## config.mk

```make
export PLATFORM = sky130hd
export DESIGN_NAME = cpu_flow_control
export DESIGN_NICKNAME = d
export VERILOG_FILES = /design/src/flow_pkg.sv /design/src/cpu_flow_control.sv /design/src/operand_address.sv /design/src/pc_stepper.sv
export SDC_FILE = /design/constraint.sdc
export NUM_CORES = 1
export LEC_CHECK = 0
export BUFFER_PORTS_ARGS = -buffer_cell sky130_fd_sc_hd__buf_2
export CAP_MARGIN = 15
export CORE_MARGIN = 2
export CORE_UTILIZATION = 30
export CTS_CLUSTER_DIAMETER = 60
export DETAILED_ROUTE_END_ITERATION = 16
export PLACE_DENSITY = 0.6
export SETUP_SLACK_MARGIN = 0.15
export SLEW_MARGIN = 25
export SYNTH_ARGS = -nofsm -noshare
export SYNTH_HDL_FRONTEND = slang
export SYNTH_SLANG_ARGS = --single-unit
```

## constraint.sdc

```tcl
create_clock -name clk_sys -period 2.3 [get_ports clk_sys]
set_input_delay 0.69 -clock clk_sys [delete_from_list [all_inputs] [get_ports clk_sys]]
set_output_delay 0.69 -clock clk_sys [all_outputs]
set_load 0.03 [all_outputs]
```

## src/flow_pkg.sv

```systemverilog
// Shared types and constants for the program-flow and stack-pointer core.
// Assumes a data RAM with one-cycle synchronous read latency.
package flow_pkg;

  // ============================================================
  // Widths and reset values
  localparam int          PC_W       = 14;
  localparam int          BYTE_W     = 8;
  localparam int          PAGE_W     = 6;
  localparam logic [13:0] PC_RESET   = 14'h0000;
  localparam logic [7:0]  CSP_RESET  = 8'h00;
  localparam logic [7:0]  DSP_RESET  = 8'h00;
  localparam logic [7:0]  AUX_RESET  = 8'h00;
  localparam logic [7:0]  BYTE_ZERO  = 8'h00;
  localparam logic        INT_RESET  = 1'b0;
  localparam logic [7:0]  PTR_STEP   = 8'h01;
  localparam logic [7:0]  LOW_STEP   = 8'h01;
  localparam logic [5:0]  PAGE_STEP  = 6'h01;
  localparam logic [7:0]  RAM_TOP    = 8'hff;

  // ============================================================
  // Second saved byte: flags above the page bits
  localparam int SAVED_CARRY_BIT = 7;
  localparam int SAVED_ZERO_BIT  = 6;
  localparam int SAVED_PAGE_MSB  = 5;

  // ============================================================
  // Commands and modes
  typedef enum logic [3:0] {
    step_op                    = 4'h0,
    page_advance_op            = 4'h1,
    call_op                    = 4'h2,
    irq_ack_op                 = 4'h3,
    ret_op                     = 4'h4,
    interrupt_return_op        = 4'h5,
    load_call_stack_pointer_op = 4'h6,
    push_op                    = 4'h7,
    pop_op                     = 4'h8,
    swap_dsp_op                = 4'h9,
    load_aux_op                = 4'ha,
    fetch_op                   = 4'hb
  } flow_op_t;

  typedef enum logic [1:0] {
    mode_data     = 2'h0,
    mode_direct   = 2'h1,
    mode_indexed  = 2'h2
  } addr_mode_t;

  typedef enum logic [2:0] {
    st_idle       = 3'h0,
    st_save_hi    = 3'h1,
    st_rest_lo    = 3'h2,
    st_rest_cap   = 3'h3,
    st_rest_done  = 3'h4,
    st_read_issue = 3'h5,
    st_read_cap   = 3'h6
  } seq_state_t;

  // ============================================================
  // Carriers
  typedef struct packed {
    flow_op_t    op;
    addr_mode_t  mode;
    logic [7:0]  operand;
    logic [13:0] target;
  } flow_cmd_t;

  typedef struct packed {
    logic [7:0] addr;
    logic [7:0] wdata;
    logic       we;
    logic       re;
  } ram_req_t;

  typedef struct packed {
    seq_state_t  seq;
    logic [13:0] pc;
    logic [13:0] target;
    logic [7:0]  csp;
    logic [7:0]  dsp;
    logic [7:0]  aux;
    logic [7:0]  saved_hi;
    logic [7:0]  result;
    logic        carry;
    logic        zero;
    logic        int_en;
    logic        is_interrupt_return_op;
    logic        result_valid;
    logic        busy;
    ram_req_t    ram;
  } flow_state_t;

  localparam flow_state_t STATE_RESET = '{
    seq: st_idle, pc: PC_RESET, target: PC_RESET, csp: CSP_RESET,
    dsp: DSP_RESET, aux: AUX_RESET, saved_hi: BYTE_ZERO, result: BYTE_ZERO,
    carry: 1'b0, zero: 1'b0, int_en: INT_RESET, is_interrupt_return_op: 1'b0,
    result_valid: 1'b0, busy: 1'b0,
    ram: '{addr: BYTE_ZERO, wdata: BYTE_ZERO, we: 1'b0, re: 1'b0}};

endpackage

```

## src/cpu_flow_control.sv

```systemverilog
// Program counter, call stack and data stack control of an 8-bit core.
// Assumes one decoded command per cmd_valid while busy is low, and a
// data RAM that returns read data one cycle after it samples re.
//
// Behaviour
// Program counter is 14 bits wide, reaching 16 Kbytes of program.
// Reset clears the program counter to 0x0000.
// Normal steps advance only the low 8 counter bits.
// Upper six bits advance only on the page advance command.
// Low byte wraps from 0xff to 0x00 without carry upward.
// Interrupt acknowledge and call push two bytes: return address and flags.
// Counter and flags come back together only on interrupt return.
// No direct counter access; saved bytes live in RAM from 0x00.
// Reset clears the call stack pointer; call stack grows upward.
// Call stack pointer loads from the accumulator on its command.
// Acknowledge disables interrupts, writes first byte, bumps, writes second, bumps.
// Interrupt return pops second then first byte, then enables interrupts.
// Call stores address and flags and adds two to the pointer.
// Return restores the address only, keeps flags, subtracts two.
// Push pre-decrements the data stack pointer, then writes.
// Pop reads at the data stack pointer, then post-increments.
// Reset clears data stack pointer; push at zero writes 0xff.
// Swap exchanges the accumulator with the data stack pointer.
// Firmware should keep the data stack at or below 0xd8.
// Data mode takes the operand from the second instruction byte.
// Direct mode reads RAM at the one-byte instruction address.
// Auxiliary register acts as second accumulator and index.
// Indexed mode addresses RAM at constant plus auxiliary register.
// Both stack pointers are 8 bits and wrap modulo 256.
`timescale 1ns/10ps
module cpu_flow_control (
  // Clock and reset
  input  wire logic                clk_sys,
  input  wire logic                reset_n,
  // Command from the decoder
  input  wire logic                cmd_valid,
  input  wire flow_pkg::flow_cmd_t cmd,
  input  wire logic                carry_in,
  input  wire logic                zero_in,
  // Data RAM
  output flow_pkg::ram_req_t       ram_req,
  input  wire logic [7:0]          ram_rdata,
  // Core state
  output logic      [13:0]         pc,
  output logic      [7:0]          call_stack_pointer,
  output logic      [7:0]          data_stack_pointer,
  output logic      [7:0]          aux,
  output logic                     carry,
  output logic                     zero,
  output logic                     int_enable,
  // Operand result
  output logic      [7:0]          result,
  output logic                     result_valid,
  output logic                     busy
);

  // ============================================================
  // State and helpers
  flow_pkg::flow_state_t st_r;
  flow_pkg::flow_state_t st_nxt;
  logic [13:0]           pc_step;
  logic [13:0]           pc_page;
  logic [7:0]            operand_addr;
  logic [7:0]            saved_hi;
  logic                  cmd_taken;

  // Everything passes as arguments, so assertions see sampled values
  function automatic logic starts(input logic taken, input flow_pkg::flow_op_t cur,
                                  input flow_pkg::flow_op_t op);
    return taken && cur == op;
  endfunction

  assign cmd_taken = cmd_valid && st_r.seq == flow_pkg::st_idle;

  // Fourteen-bit counter
  pc_stepper u_pc_stepper (
    .pc      (st_r.pc),
    .pc_step (pc_step),
    .pc_page (pc_page)
  );

  operand_address u_operand_address (
    .mode    (cmd.mode),
    .operand (cmd.operand),
    .aux     (st_r.aux),
    .addr    (operand_addr)
  );

  // ============================================================
  // Second saved byte
  // Flags beside page
  always_comb begin
    saved_hi = flow_pkg::BYTE_ZERO;
    saved_hi[flow_pkg::SAVED_PAGE_MSB:0] = st_r.pc[13:8];
    saved_hi[flow_pkg::SAVED_CARRY_BIT] = st_r.carry;
    saved_hi[flow_pkg::SAVED_ZERO_BIT] = st_r.zero;
  end

  // ============================================================
  // Sequencer
  always_comb begin
    st_nxt = st_r;
    st_nxt.ram.we = 1'b0;
    st_nxt.ram.re = 1'b0;
    st_nxt.result_valid = 1'b0;
    unique case (st_r.seq)
      flow_pkg::st_idle: begin
        if (cmd_valid) begin
          unique case (cmd.op)
            // Sequential step
            flow_pkg::step_op: st_nxt.pc = pc_step;
            // Page advance
            flow_pkg::page_advance_op: st_nxt.pc = pc_page;
            // First byte out
            flow_pkg::call_op, flow_pkg::irq_ack_op: begin
              st_nxt.int_en = (cmd.op == flow_pkg::irq_ack_op) ? 1'b0 : st_r.int_en;
              st_nxt.carry = carry_in;
              st_nxt.zero = zero_in;
              st_nxt.target = cmd.target;
              st_nxt.ram.we = 1'b1;
              st_nxt.ram.addr = st_r.csp;
              st_nxt.ram.wdata = st_r.pc[7:0];
              st_nxt.csp = 8'(st_r.csp + flow_pkg::PTR_STEP);
              st_nxt.seq = flow_pkg::st_save_hi;
            end
            // Pop second byte
            flow_pkg::ret_op, flow_pkg::interrupt_return_op: begin
              st_nxt.is_interrupt_return_op = (cmd.op == flow_pkg::interrupt_return_op);
              st_nxt.csp = 8'(st_r.csp - flow_pkg::PTR_STEP);
              st_nxt.ram.re = 1'b1;
              st_nxt.ram.addr = 8'(st_r.csp - flow_pkg::PTR_STEP);
              st_nxt.seq = flow_pkg::st_rest_lo;
            end
            // Pointer from accumulator
            flow_pkg::load_call_stack_pointer_op: st_nxt.csp = cmd.operand;
            // Pre-decrement then write
            flow_pkg::push_op: begin
              st_nxt.dsp = 8'(st_r.dsp - flow_pkg::PTR_STEP);
              st_nxt.ram.we = 1'b1;
              st_nxt.ram.addr = 8'(st_r.dsp - flow_pkg::PTR_STEP);
              st_nxt.ram.wdata = cmd.operand;
            end
            // Read then post-increment
            flow_pkg::pop_op: begin
              st_nxt.dsp = 8'(st_r.dsp + flow_pkg::PTR_STEP);
              st_nxt.ram.re = 1'b1;
              st_nxt.ram.addr = st_r.dsp;
              st_nxt.seq = flow_pkg::st_read_issue;
            end
            // Exchange with accumulator
            flow_pkg::swap_dsp_op: begin
              st_nxt.dsp = cmd.operand;
              st_nxt.result = st_r.dsp;
              st_nxt.result_valid = 1'b1;
            end
            // Second accumulator
            flow_pkg::load_aux_op: st_nxt.aux = cmd.operand;
            flow_pkg::fetch_op: begin
              if (cmd.mode == flow_pkg::mode_data) begin
                // Immediate operand
                st_nxt.result = cmd.operand;
                st_nxt.result_valid = 1'b1;
              end else begin
                // RAM operand
                st_nxt.ram.re = 1'b1;
                st_nxt.ram.addr = operand_addr;
                st_nxt.seq = flow_pkg::st_read_issue;
              end
            end
            default: ;
          endcase
        end
      end
      // Second byte, plus two overall
      flow_pkg::st_save_hi: begin
        st_nxt.ram.we = 1'b1;
        st_nxt.ram.addr = st_r.csp;
        st_nxt.ram.wdata = saved_hi;
        st_nxt.csp = 8'(st_r.csp + flow_pkg::PTR_STEP);
        st_nxt.pc = st_r.target;
        st_nxt.seq = flow_pkg::st_idle;
      end
      // Pop first byte
      flow_pkg::st_rest_lo: begin
        st_nxt.csp = 8'(st_r.csp - flow_pkg::PTR_STEP);
        st_nxt.ram.re = 1'b1;
        st_nxt.ram.addr = 8'(st_r.csp - flow_pkg::PTR_STEP);
        st_nxt.seq = flow_pkg::st_rest_cap;
      end
      flow_pkg::st_rest_cap: begin
        st_nxt.saved_hi = ram_rdata;
        st_nxt.seq = flow_pkg::st_rest_done;
      end
      // Flags only on interrupt return
      flow_pkg::st_rest_done: begin
        st_nxt.pc = {st_r.saved_hi[flow_pkg::SAVED_PAGE_MSB:0], ram_rdata};
        if (st_r.is_interrupt_return_op) begin
          st_nxt.carry = st_r.saved_hi[flow_pkg::SAVED_CARRY_BIT];
          st_nxt.zero = st_r.saved_hi[flow_pkg::SAVED_ZERO_BIT];
          st_nxt.int_en = 1'b1;
        end
        st_nxt.seq = flow_pkg::st_idle;
      end
      flow_pkg::st_read_issue: st_nxt.seq = flow_pkg::st_read_cap;
      flow_pkg::st_read_cap: begin
        st_nxt.result = ram_rdata;
        st_nxt.result_valid = 1'b1;
        st_nxt.seq = flow_pkg::st_idle;
      end
      default: st_nxt.seq = flow_pkg::st_idle;
    endcase
    st_nxt.busy = (st_nxt.seq != flow_pkg::st_idle);
  end

  // Synchronous clear
  // Call stack from zero
  always_ff @(posedge clk_sys) begin
    if (!reset_n) begin
      st_r <= flow_pkg::STATE_RESET;
    end else begin
      st_r <= st_nxt;
    end
  end

  // ============================================================
  // Outputs, all from the state register
  // Counter visible, never writable
  assign pc = st_r.pc;
  assign call_stack_pointer = st_r.csp;
  assign data_stack_pointer = st_r.dsp;
  assign aux = st_r.aux;
  assign carry = st_r.carry;
  assign zero = st_r.zero;
  assign int_enable = st_r.int_en;
  assign result = st_r.result;
  assign result_valid = st_r.result_valid;
  assign busy = st_r.busy;
  assign ram_req = st_r.ram;
endmodule

```

## src/operand_address.sv

```systemverilog
// Data RAM operand address for direct and indexed modes.
// Purely combinational; data mode needs no address.
`timescale 1ns/10ps
module operand_address (
  // Decoded operand
  input  wire flow_pkg::addr_mode_t mode,
  input  wire logic [7:0]           operand,
  input  wire logic [7:0]           aux,
  // Address
  output logic      [7:0]           addr
);

  // ============================================================
  // Address forming
  always_comb begin
    addr = operand;
    // Base plus index
    if (mode == flow_pkg::mode_indexed) begin
      addr = 8'(operand + aux);
    end
  end

endmodule

```

## src/pc_stepper.sv

```systemverilog
// Next program counter for a plain step and for a page advance.
// Purely combinational; the caller registers the result.
`timescale 1ns/10ps
module pc_stepper (
  // Current counter
  input  wire logic [13:0] pc,
  // Candidates
  output logic      [13:0] pc_step,
  output logic      [13:0] pc_page
);

  // ============================================================
  // Low byte wraps inside its page
  // Low byte only
  // No carry out
  assign pc_step = {pc[13:8], 8'(pc[7:0] + flow_pkg::LOW_STEP)};

  // Page bits advance
  assign pc_page = {6'(pc[13:8] + flow_pkg::PAGE_STEP),
                    8'(pc[7:0] + flow_pkg::LOW_STEP)};

endmodule

```

==> results of run 1 <==
==> report_power, final <==
group / switching, mW / leakage, nW / internal [mW]
clock network: 0.750 / 0.152 / 0.871
logic: 0.836 / 2.54 / 0.557
registers: 0.0764 / 0.772 / 1.72
==> routing by layer <==
layer | vias to the layer above | GRT usage [%]
met2 | 292 | 31.0
met1 | 3271 | 27.4
met4 | 0 | 5.20
met3 | 31 | 3.44
met5 | - | 0
li1 | 3358 | -
==> sequential cells by signal, indices dropped and copies added, names as in the netlist <==
register            cells
st_r                   26
ram_req                18
pc                     14
aux                     8
call_stack_pointer      8
data_stack_pointer      8
result                  8
busy                    1
carry                   1
int_enable              1
result_valid            1
zero                    1
==> through the flow <==
| step | area, µm² | cells | hold slack (ns) | TNS [ns] |
|---|---|---|---|---|
| finish | 8080 | 1272 | 0.453 | 0 |
| global route | 8080 | 1272 | 0.476 | 0 |
| CTS | 8020 | 1272 | 0.455 | 0 |
| detailed placement | 7680 | 1255 | 0.445 | -1.04 |
| global placement | 7680 | 1255 | 0.444 | -1.10 |
| floorplan | 6710 | 887 | 0.436 | 0 |
==> critical path, delay by kind of cell, from the launching register on <==
family / cells / cell delay (ns)
buffers and inverters: 2 / 0.54
flip-flops: 1 / 0.58
==> cells in the mapped netlist, types with 4 or more instances <==
cell | n | area [µm²]
dfxtp_1 | 95 | 1900
a21oi_1 | 93 | 465
nand2_1 | 91 | 342
o21ai_0 | 80 | 400
nor2_1 | 68 | 255
buf_4 | 65 | 488
clkbuf_1 | 56 | 210
mux2i_1 | 30 | 300
nand3_1 | 29 | 145
nor3_1 | 22 | 110
a31oi_1 | 21 | 131
nor3b_1 | 16 | 120
ha_1 | 13 | 163
nand2b_1 | 13 | 81.3
a222oi_1 | 11 | 110
and3_1 | 11 | 68.8
inv_1 | 11 | 41.3
xnor2_1 | 10 | 87.6
a221oi_1 | 9 | 78.8
a22oi_1 | 9 | 67.6
a22o_1 | 8 | 70.1
and2_1 | 8 | 50.1
a211oi_1 | 7 | 52.6
buf_2 | 7 | 35.0
o22ai_1 | 7 | 43.8
nand4_1 | 6 | 37.5
nor2b_1 | 6 | 37.5
o211ai_1 | 6 | 45.0
a221o_1 | 5 | 50.1
or3_1 | 5 | 31.3
xor2_1 | 5 | 43.8
a21o_1 | 4 | 30.0
o21a_1 | 4 | 30.0
o221ai_1 | 4 | 35.0
==> kinds of logic (layout without fill, tap and decap cells) <==
kind of cell,count (synthesis),count (layout),share of synthesized area (%)
compound gates,297,297,28.2
simple gates,290,290,21.1
buf+inv,145,250,12.4
flops,95,95,28.7
mux,30,30,4.54
xor+xnor,16,16,2.23
fa+ha+maj,14,14,2.76
==> layout make-up <==
| type | instances | area (µm²) |
|---|---|---|
| tap | 280 | 350 |
| inverter | 12 | 45.0 |
| timing repair buffer | 222 | 1430 |
| multi-input combinational | 647 | 4040 |
| clock buffer | 9 | 225 |
| sequential | 95 | 1910 |
| fill | 2339 | 13700 |
| clock inverter | 7 | 88.8 |
==> path summary, 6_finish.rpt <==
check             cells after the start             startpoint               endpoint  slack [ns]
setup reg to reg                      6  call_stack_pointer[2]            ram_req[17]        0.19
setup / recovery                      2  call_stack_pointer[3]  call_stack_pointer[3]        0.13
hold reg to reg                       2             ram_req[4]             ram_req[4]        0.45
hold / removal                        2             ram_req[4]             ram_req[4]        0.45
==> what timing repair did <==
action                                  in CTS  in global routing
pin swaps                                    1                  6
gates cloned                                 0                  0
resized for setup                            3                 15
endpoints found under the setup margin       3                 22
setup buffers                                1                  0
==> results.json, run 1 <==
{
  "fin_util_pct": 37.2,
  "synthFlopType": "dfxtp_1",
  "seq_area_frac_synth_pct": 28.7,
  "fmax_ghz": 0.462,
  "drive_gt1_share_pct": 28.1,
  "hold_viol_final": 0,
  "grt_pass1_vias": 6301,
  "ant_nets": 0,
  "grt_pass1_wl_um": 36500,
  "dp_slack_ns": -0.197,
  "die_area_um2": 23300,
  "rsz0062_at_grt": "yes",
  "crit_chain": "buf_4 -> buf_2",
  "max_stage_delay_ns": 0.58,
  "ctsHoldBuffers": 0,
  "synth_cell_types": 65,
  "routed_wl_um": 23600,
  "clock_sinks": 95,
  "route.met2.wl_um": 10800,
  "drtPass1Iterations": 7,
  "synthArstFlopShare_pct": 0,
  "synth_edf_count": 0,
  "max_cap_violations": 0,
  "clkSlewWorstSetupHoldPaths_ns": 0.08,
  "vias": 6952,
  "ys.warnings.count": 0,
  "start_util_pct": 30.4,
  "finalPower_mw": 4.81,
  "drc": 0,
  "syn_nets": 942,
  "period_needed_ns": 2.17,
  "grtUsageTotal_pct": 19.5,
  "leakage_nw": 3.46,
  "cp.arrival_ns": 1.48,
  "area_delta_synth_final_pct": 22.1,
  "die_h_um": 153,
  "diodes": 0,
  "die_x_um": 153,
  "clkLatencyLatePin_ns": 0.36,
  "cp-start-kind": "flip-flop",
  "endpoint_kind": "primary output",
  "wl_met3_um": 1500,
  "via_per_inst": 5.47,
  "synth-seq-cells": 95,
  "tightest_slew_ns": 0.607,
  "slew_viol_final": 0,
  "syn_inst": 887,
  "final_cell_mix": "buf_4, buf_2, dfxtp_1, nand2_1, a21oi_1",
  "hpwl_um": 17800,
  "routed.top_layer": "met4",
  "cp.required_ns": 1.61,
  "clk_path_buf_depth": 2,
  "skew_ns": 0.00986,
  "std_cell_rows": 54,
  "drtIter0Drc": 640,
  "hp-class": "reg -> reg",
  "grt_overflow": 0,
  "ios": 110,
  "crit_fanout": 14,
  "setup_viol": 0,
  "antenna_found_initial": 0,
  "final_common_cell": "buf_4",
  "synth.avg_cell_area_um2": 7.46,
  "peakVddDrop_uv": 376,
  "ctsRootBufferMaster": "clkbuf_16",
  "period_share_pct": 94.2,
  "cts_tree": "built",
  "layout.nets": 1042,
  "status": "finished, final reports clean",
  "wire_per_inst_um": 18.6,
  "core_um2": 21800,
  "path_class": "reg -> out",
  "grt_max_degree": 53,
  "drt-met1-wl_um": 11000,
  "port_buffers": 109,
  "cts-buffers-inserted": 9,
  "setup_slack_ns": 0.134,
  "crit_slowest_cell": "dfxtp_1",
  "cts_max_level": 3,
  "powerDensity_nw_per_um2": 595,
  "relSlewSlack_pct": 59.4,
  "place_congestion": 0.934,
  "syn-cell-area_um2": 6620
}
No activity file was read; power rests on OpenSTA's default activity.
==> run 2, diff against run 1 <==
--- a/config.mk
+++ b/config.mk
@@ -11,7 +11,8 @@
 export CORE_UTILIZATION = 30
 export CTS_CLUSTER_DIAMETER = 60
 export DETAILED_ROUTE_END_ITERATION = 16
-export PLACE_DENSITY = 0.6
+export PLACE_DENSITY = 0.58
+export RECOVER_POWER = 50
 export SETUP_SLACK_MARGIN = 0.15
 export SLEW_MARGIN = 25
 export SYNTH_ARGS = -nofsm -noshare
==> constraint.sdc (replaced) <==
create_clock -name clk_sys -period 2.1 [get_ports clk_sys]
set_input_delay 0.63 -clock clk_sys [delete_from_list [all_inputs] [get_ports clk_sys]]
set_output_delay 0.63 -clock clk_sys [all_outputs]
set_load 0.03 [all_outputs]
==> run 2 against run 1 <==
The flow now finishes with violations (negative setup slack). Sequential share of layout area down 1.1 points. Core utilization up 2.1 points. Die area did not move. Global-route usage is 0.44 points higher. Highest routed layer unchanged.
==> results.json, run 2 (synthesized netlist as in run 1, its figures left out) <==
{
  "pwr-share-clk_pct": 32.4,
  "ant_nets": 0,
  "holdPathStages": 2,
  "port_buffers": 109,
  "vias": 7080,
  "largest_reg_flops": 26,
  "start_util_pct": 30.4,
  "place_congestion": 0.937,
  "max_cap_violations": 0,
  "clkLatencyLatePin_ns": 0.36,
  "fmax_ghz": 0.475,
  "setup_tns_ns": -0.00603,
  "die_x_um": 153,
  "cts_max_level": 3,
  "drive_gt1_share_pct": 30.1,
  "relSlewSlack_pct": 59.9,
  "rsz0062_at_grt": "yes",
  "path_class": "reg -> reg",
  "sw_frac_of_total_pct": 34.6,
  "drtPass1Iterations": 6,
  "p_sw_mw": 1.88,
  "crit_fanout": 2,
  "antenna_found_initial": 1,
  "period_needed_ns": 2.11,
  "pwr-share-comb_pct": 31.4,
  "clkSlewWorstSetupHoldPaths_ns": 0.08,
  "die_area_um2": 23300,
  "layout.nets": 1080,
  "cp.required_ns": 2.34,
  "wire_per_inst_um": 18.4,
  "violations": "negative setup slack",
  "cp.arrival_ns": 2.35,
  "routed_wl_um": 24200,
  "powerDensity_nw_per_um2": 636,
  "fin_util_pct": 39.2,
  "grtUsageTotal_pct": 20.0,
  "core_um2": 21800,
  "grt_pass1_vias": 6522,
  "peakVddDrop_uv": 358,
  "leakage_nw": 3.53,
  "endpoint_kind": "flip-flop",
  "area_delta_synth_final_pct": 28.9,
  "skew_ns": 0.00677,
  "setup_viol": 1,
  "period_share_pct": 100,
  "seq_power_share_pct": 36.2,
  "grt_overflow": 0,
  "regMostFlops": "st_r",
  "ctsHoldBuffers": 0,
  "final_cell_mix": "buf_4, a21oi_1, nand2_1, dfxtp_1, o21ai_0",
  "p_int_mw": 3.55,
  "final_common_cell": "buf_4",
  "drc": 0,
  "cp-start-kind": "flip-flop",
  "die_h_um": 153,
  "tightest_slew_ns": 0.600,
  "hpwl_um": 18100,
  "hp-start": "st_r[65]",
  "grt_pass1_wl_um": 37100,
  "hp-class": "reg -> reg",
  "cts-buffers-inserted": 9,
  "drtIter0Drc": 651,
  "hold_viol_final": 0,
  "cp-startpoint": "call_stack_pointer[2]",
  "ff2ff_path_depth": 6,
  "grt_max_degree": 55,
  "status": "complete, but fails checks",
  "rr_startpoint": "call_stack_pointer[2]",
  "slew_viol_final": 0,
  "setup_slack_ns": -0.00603,
  "via_per_inst": 5.40,
  "finalPower_mw": 5.43,
  "clock_sinks": 95,
  "ios": 110,
  "clk_path_buf_depth": 2,
  "std_cell_rows": 54,
  "ctsRootBufferMaster": "clkbuf_16",
  "cts_tree": "built"
}
## run 2: worst max-delay path, stage by stage, from the launching register on
cell      delay, ns
dfxtp_2        0.33
or3_4          0.39
or4b_4         0.54
xor2_4         0.21
o221ai_2       0.14
a221oi_2       0.28
a31oi_1        0.11
## run 2: metrics by stage
step / setup slack (ns) / hold WS (ns) / area [µm²] / cells
finish: -0.00603 / 0.458 / 8530 / 1311
global route: -0.0444 / 0.477 / 8530 / 1310
CTS: 0.0132 / 0.458 / 8410 / 1305
detailed placement: -0.368 / 0.448 / 7990 / 1288
global placement: -0.293 / 0.443 / 7990 / 1288
floorplan: -0.177 / 0.436 / 6800 / 887
## run 2: layer usage
metal,global-route usage [%],up-vias,wire length [µm]
met2,31.6,238,11000
met4,7.63,0,701
met3,3.41,38,1320
met1,27.2,3362,11200
met5,0,-,0
li1,-,3442,-
## run 2: repair_timing
item / in CTS / in global routing
pin swaps: 14 / 30
setup buffers: 1 / 5
endpoints found under the setup margin: 23 / 30
gates resized for setup: 24 / 36
## run 2: worst paths after layout
| check | to | slack (ns) |
|---|---|---|
| max | ram_req[17] | -0.006 |
| min | st_r[65] | 0.46 |
| max reg2reg | ram_req[17] | -0.006 |
| min reg2reg | st_r[65] | 0.46 |
## run 2: final cells by class
cell class	instances	area, µm²
Fill cell	2323	13200
Timing Repair Buffer	260	1710
Clock buffer	10	229
Antenna cell	1	2.50
Sequential cell	95	1910
Multi-Input combinational cell	647	4210
Tap cell	280	350
Clock inverter	6	75.1
Inverter	12	47.5
## run 2: power by group through the flow
stage	Clock (mW)	Combinational [mW]	Sequential [mW]
2_1_floorplan	0	1.00	1.98
3_3_place_gp	0	1.54	2.00
3_5_place_dp	0	1.54	2.00
4_1_cts	1.79	1.60	1.96
5_1_grt	1.86	1.83	1.97
6_report	1.76	1.70	1.96
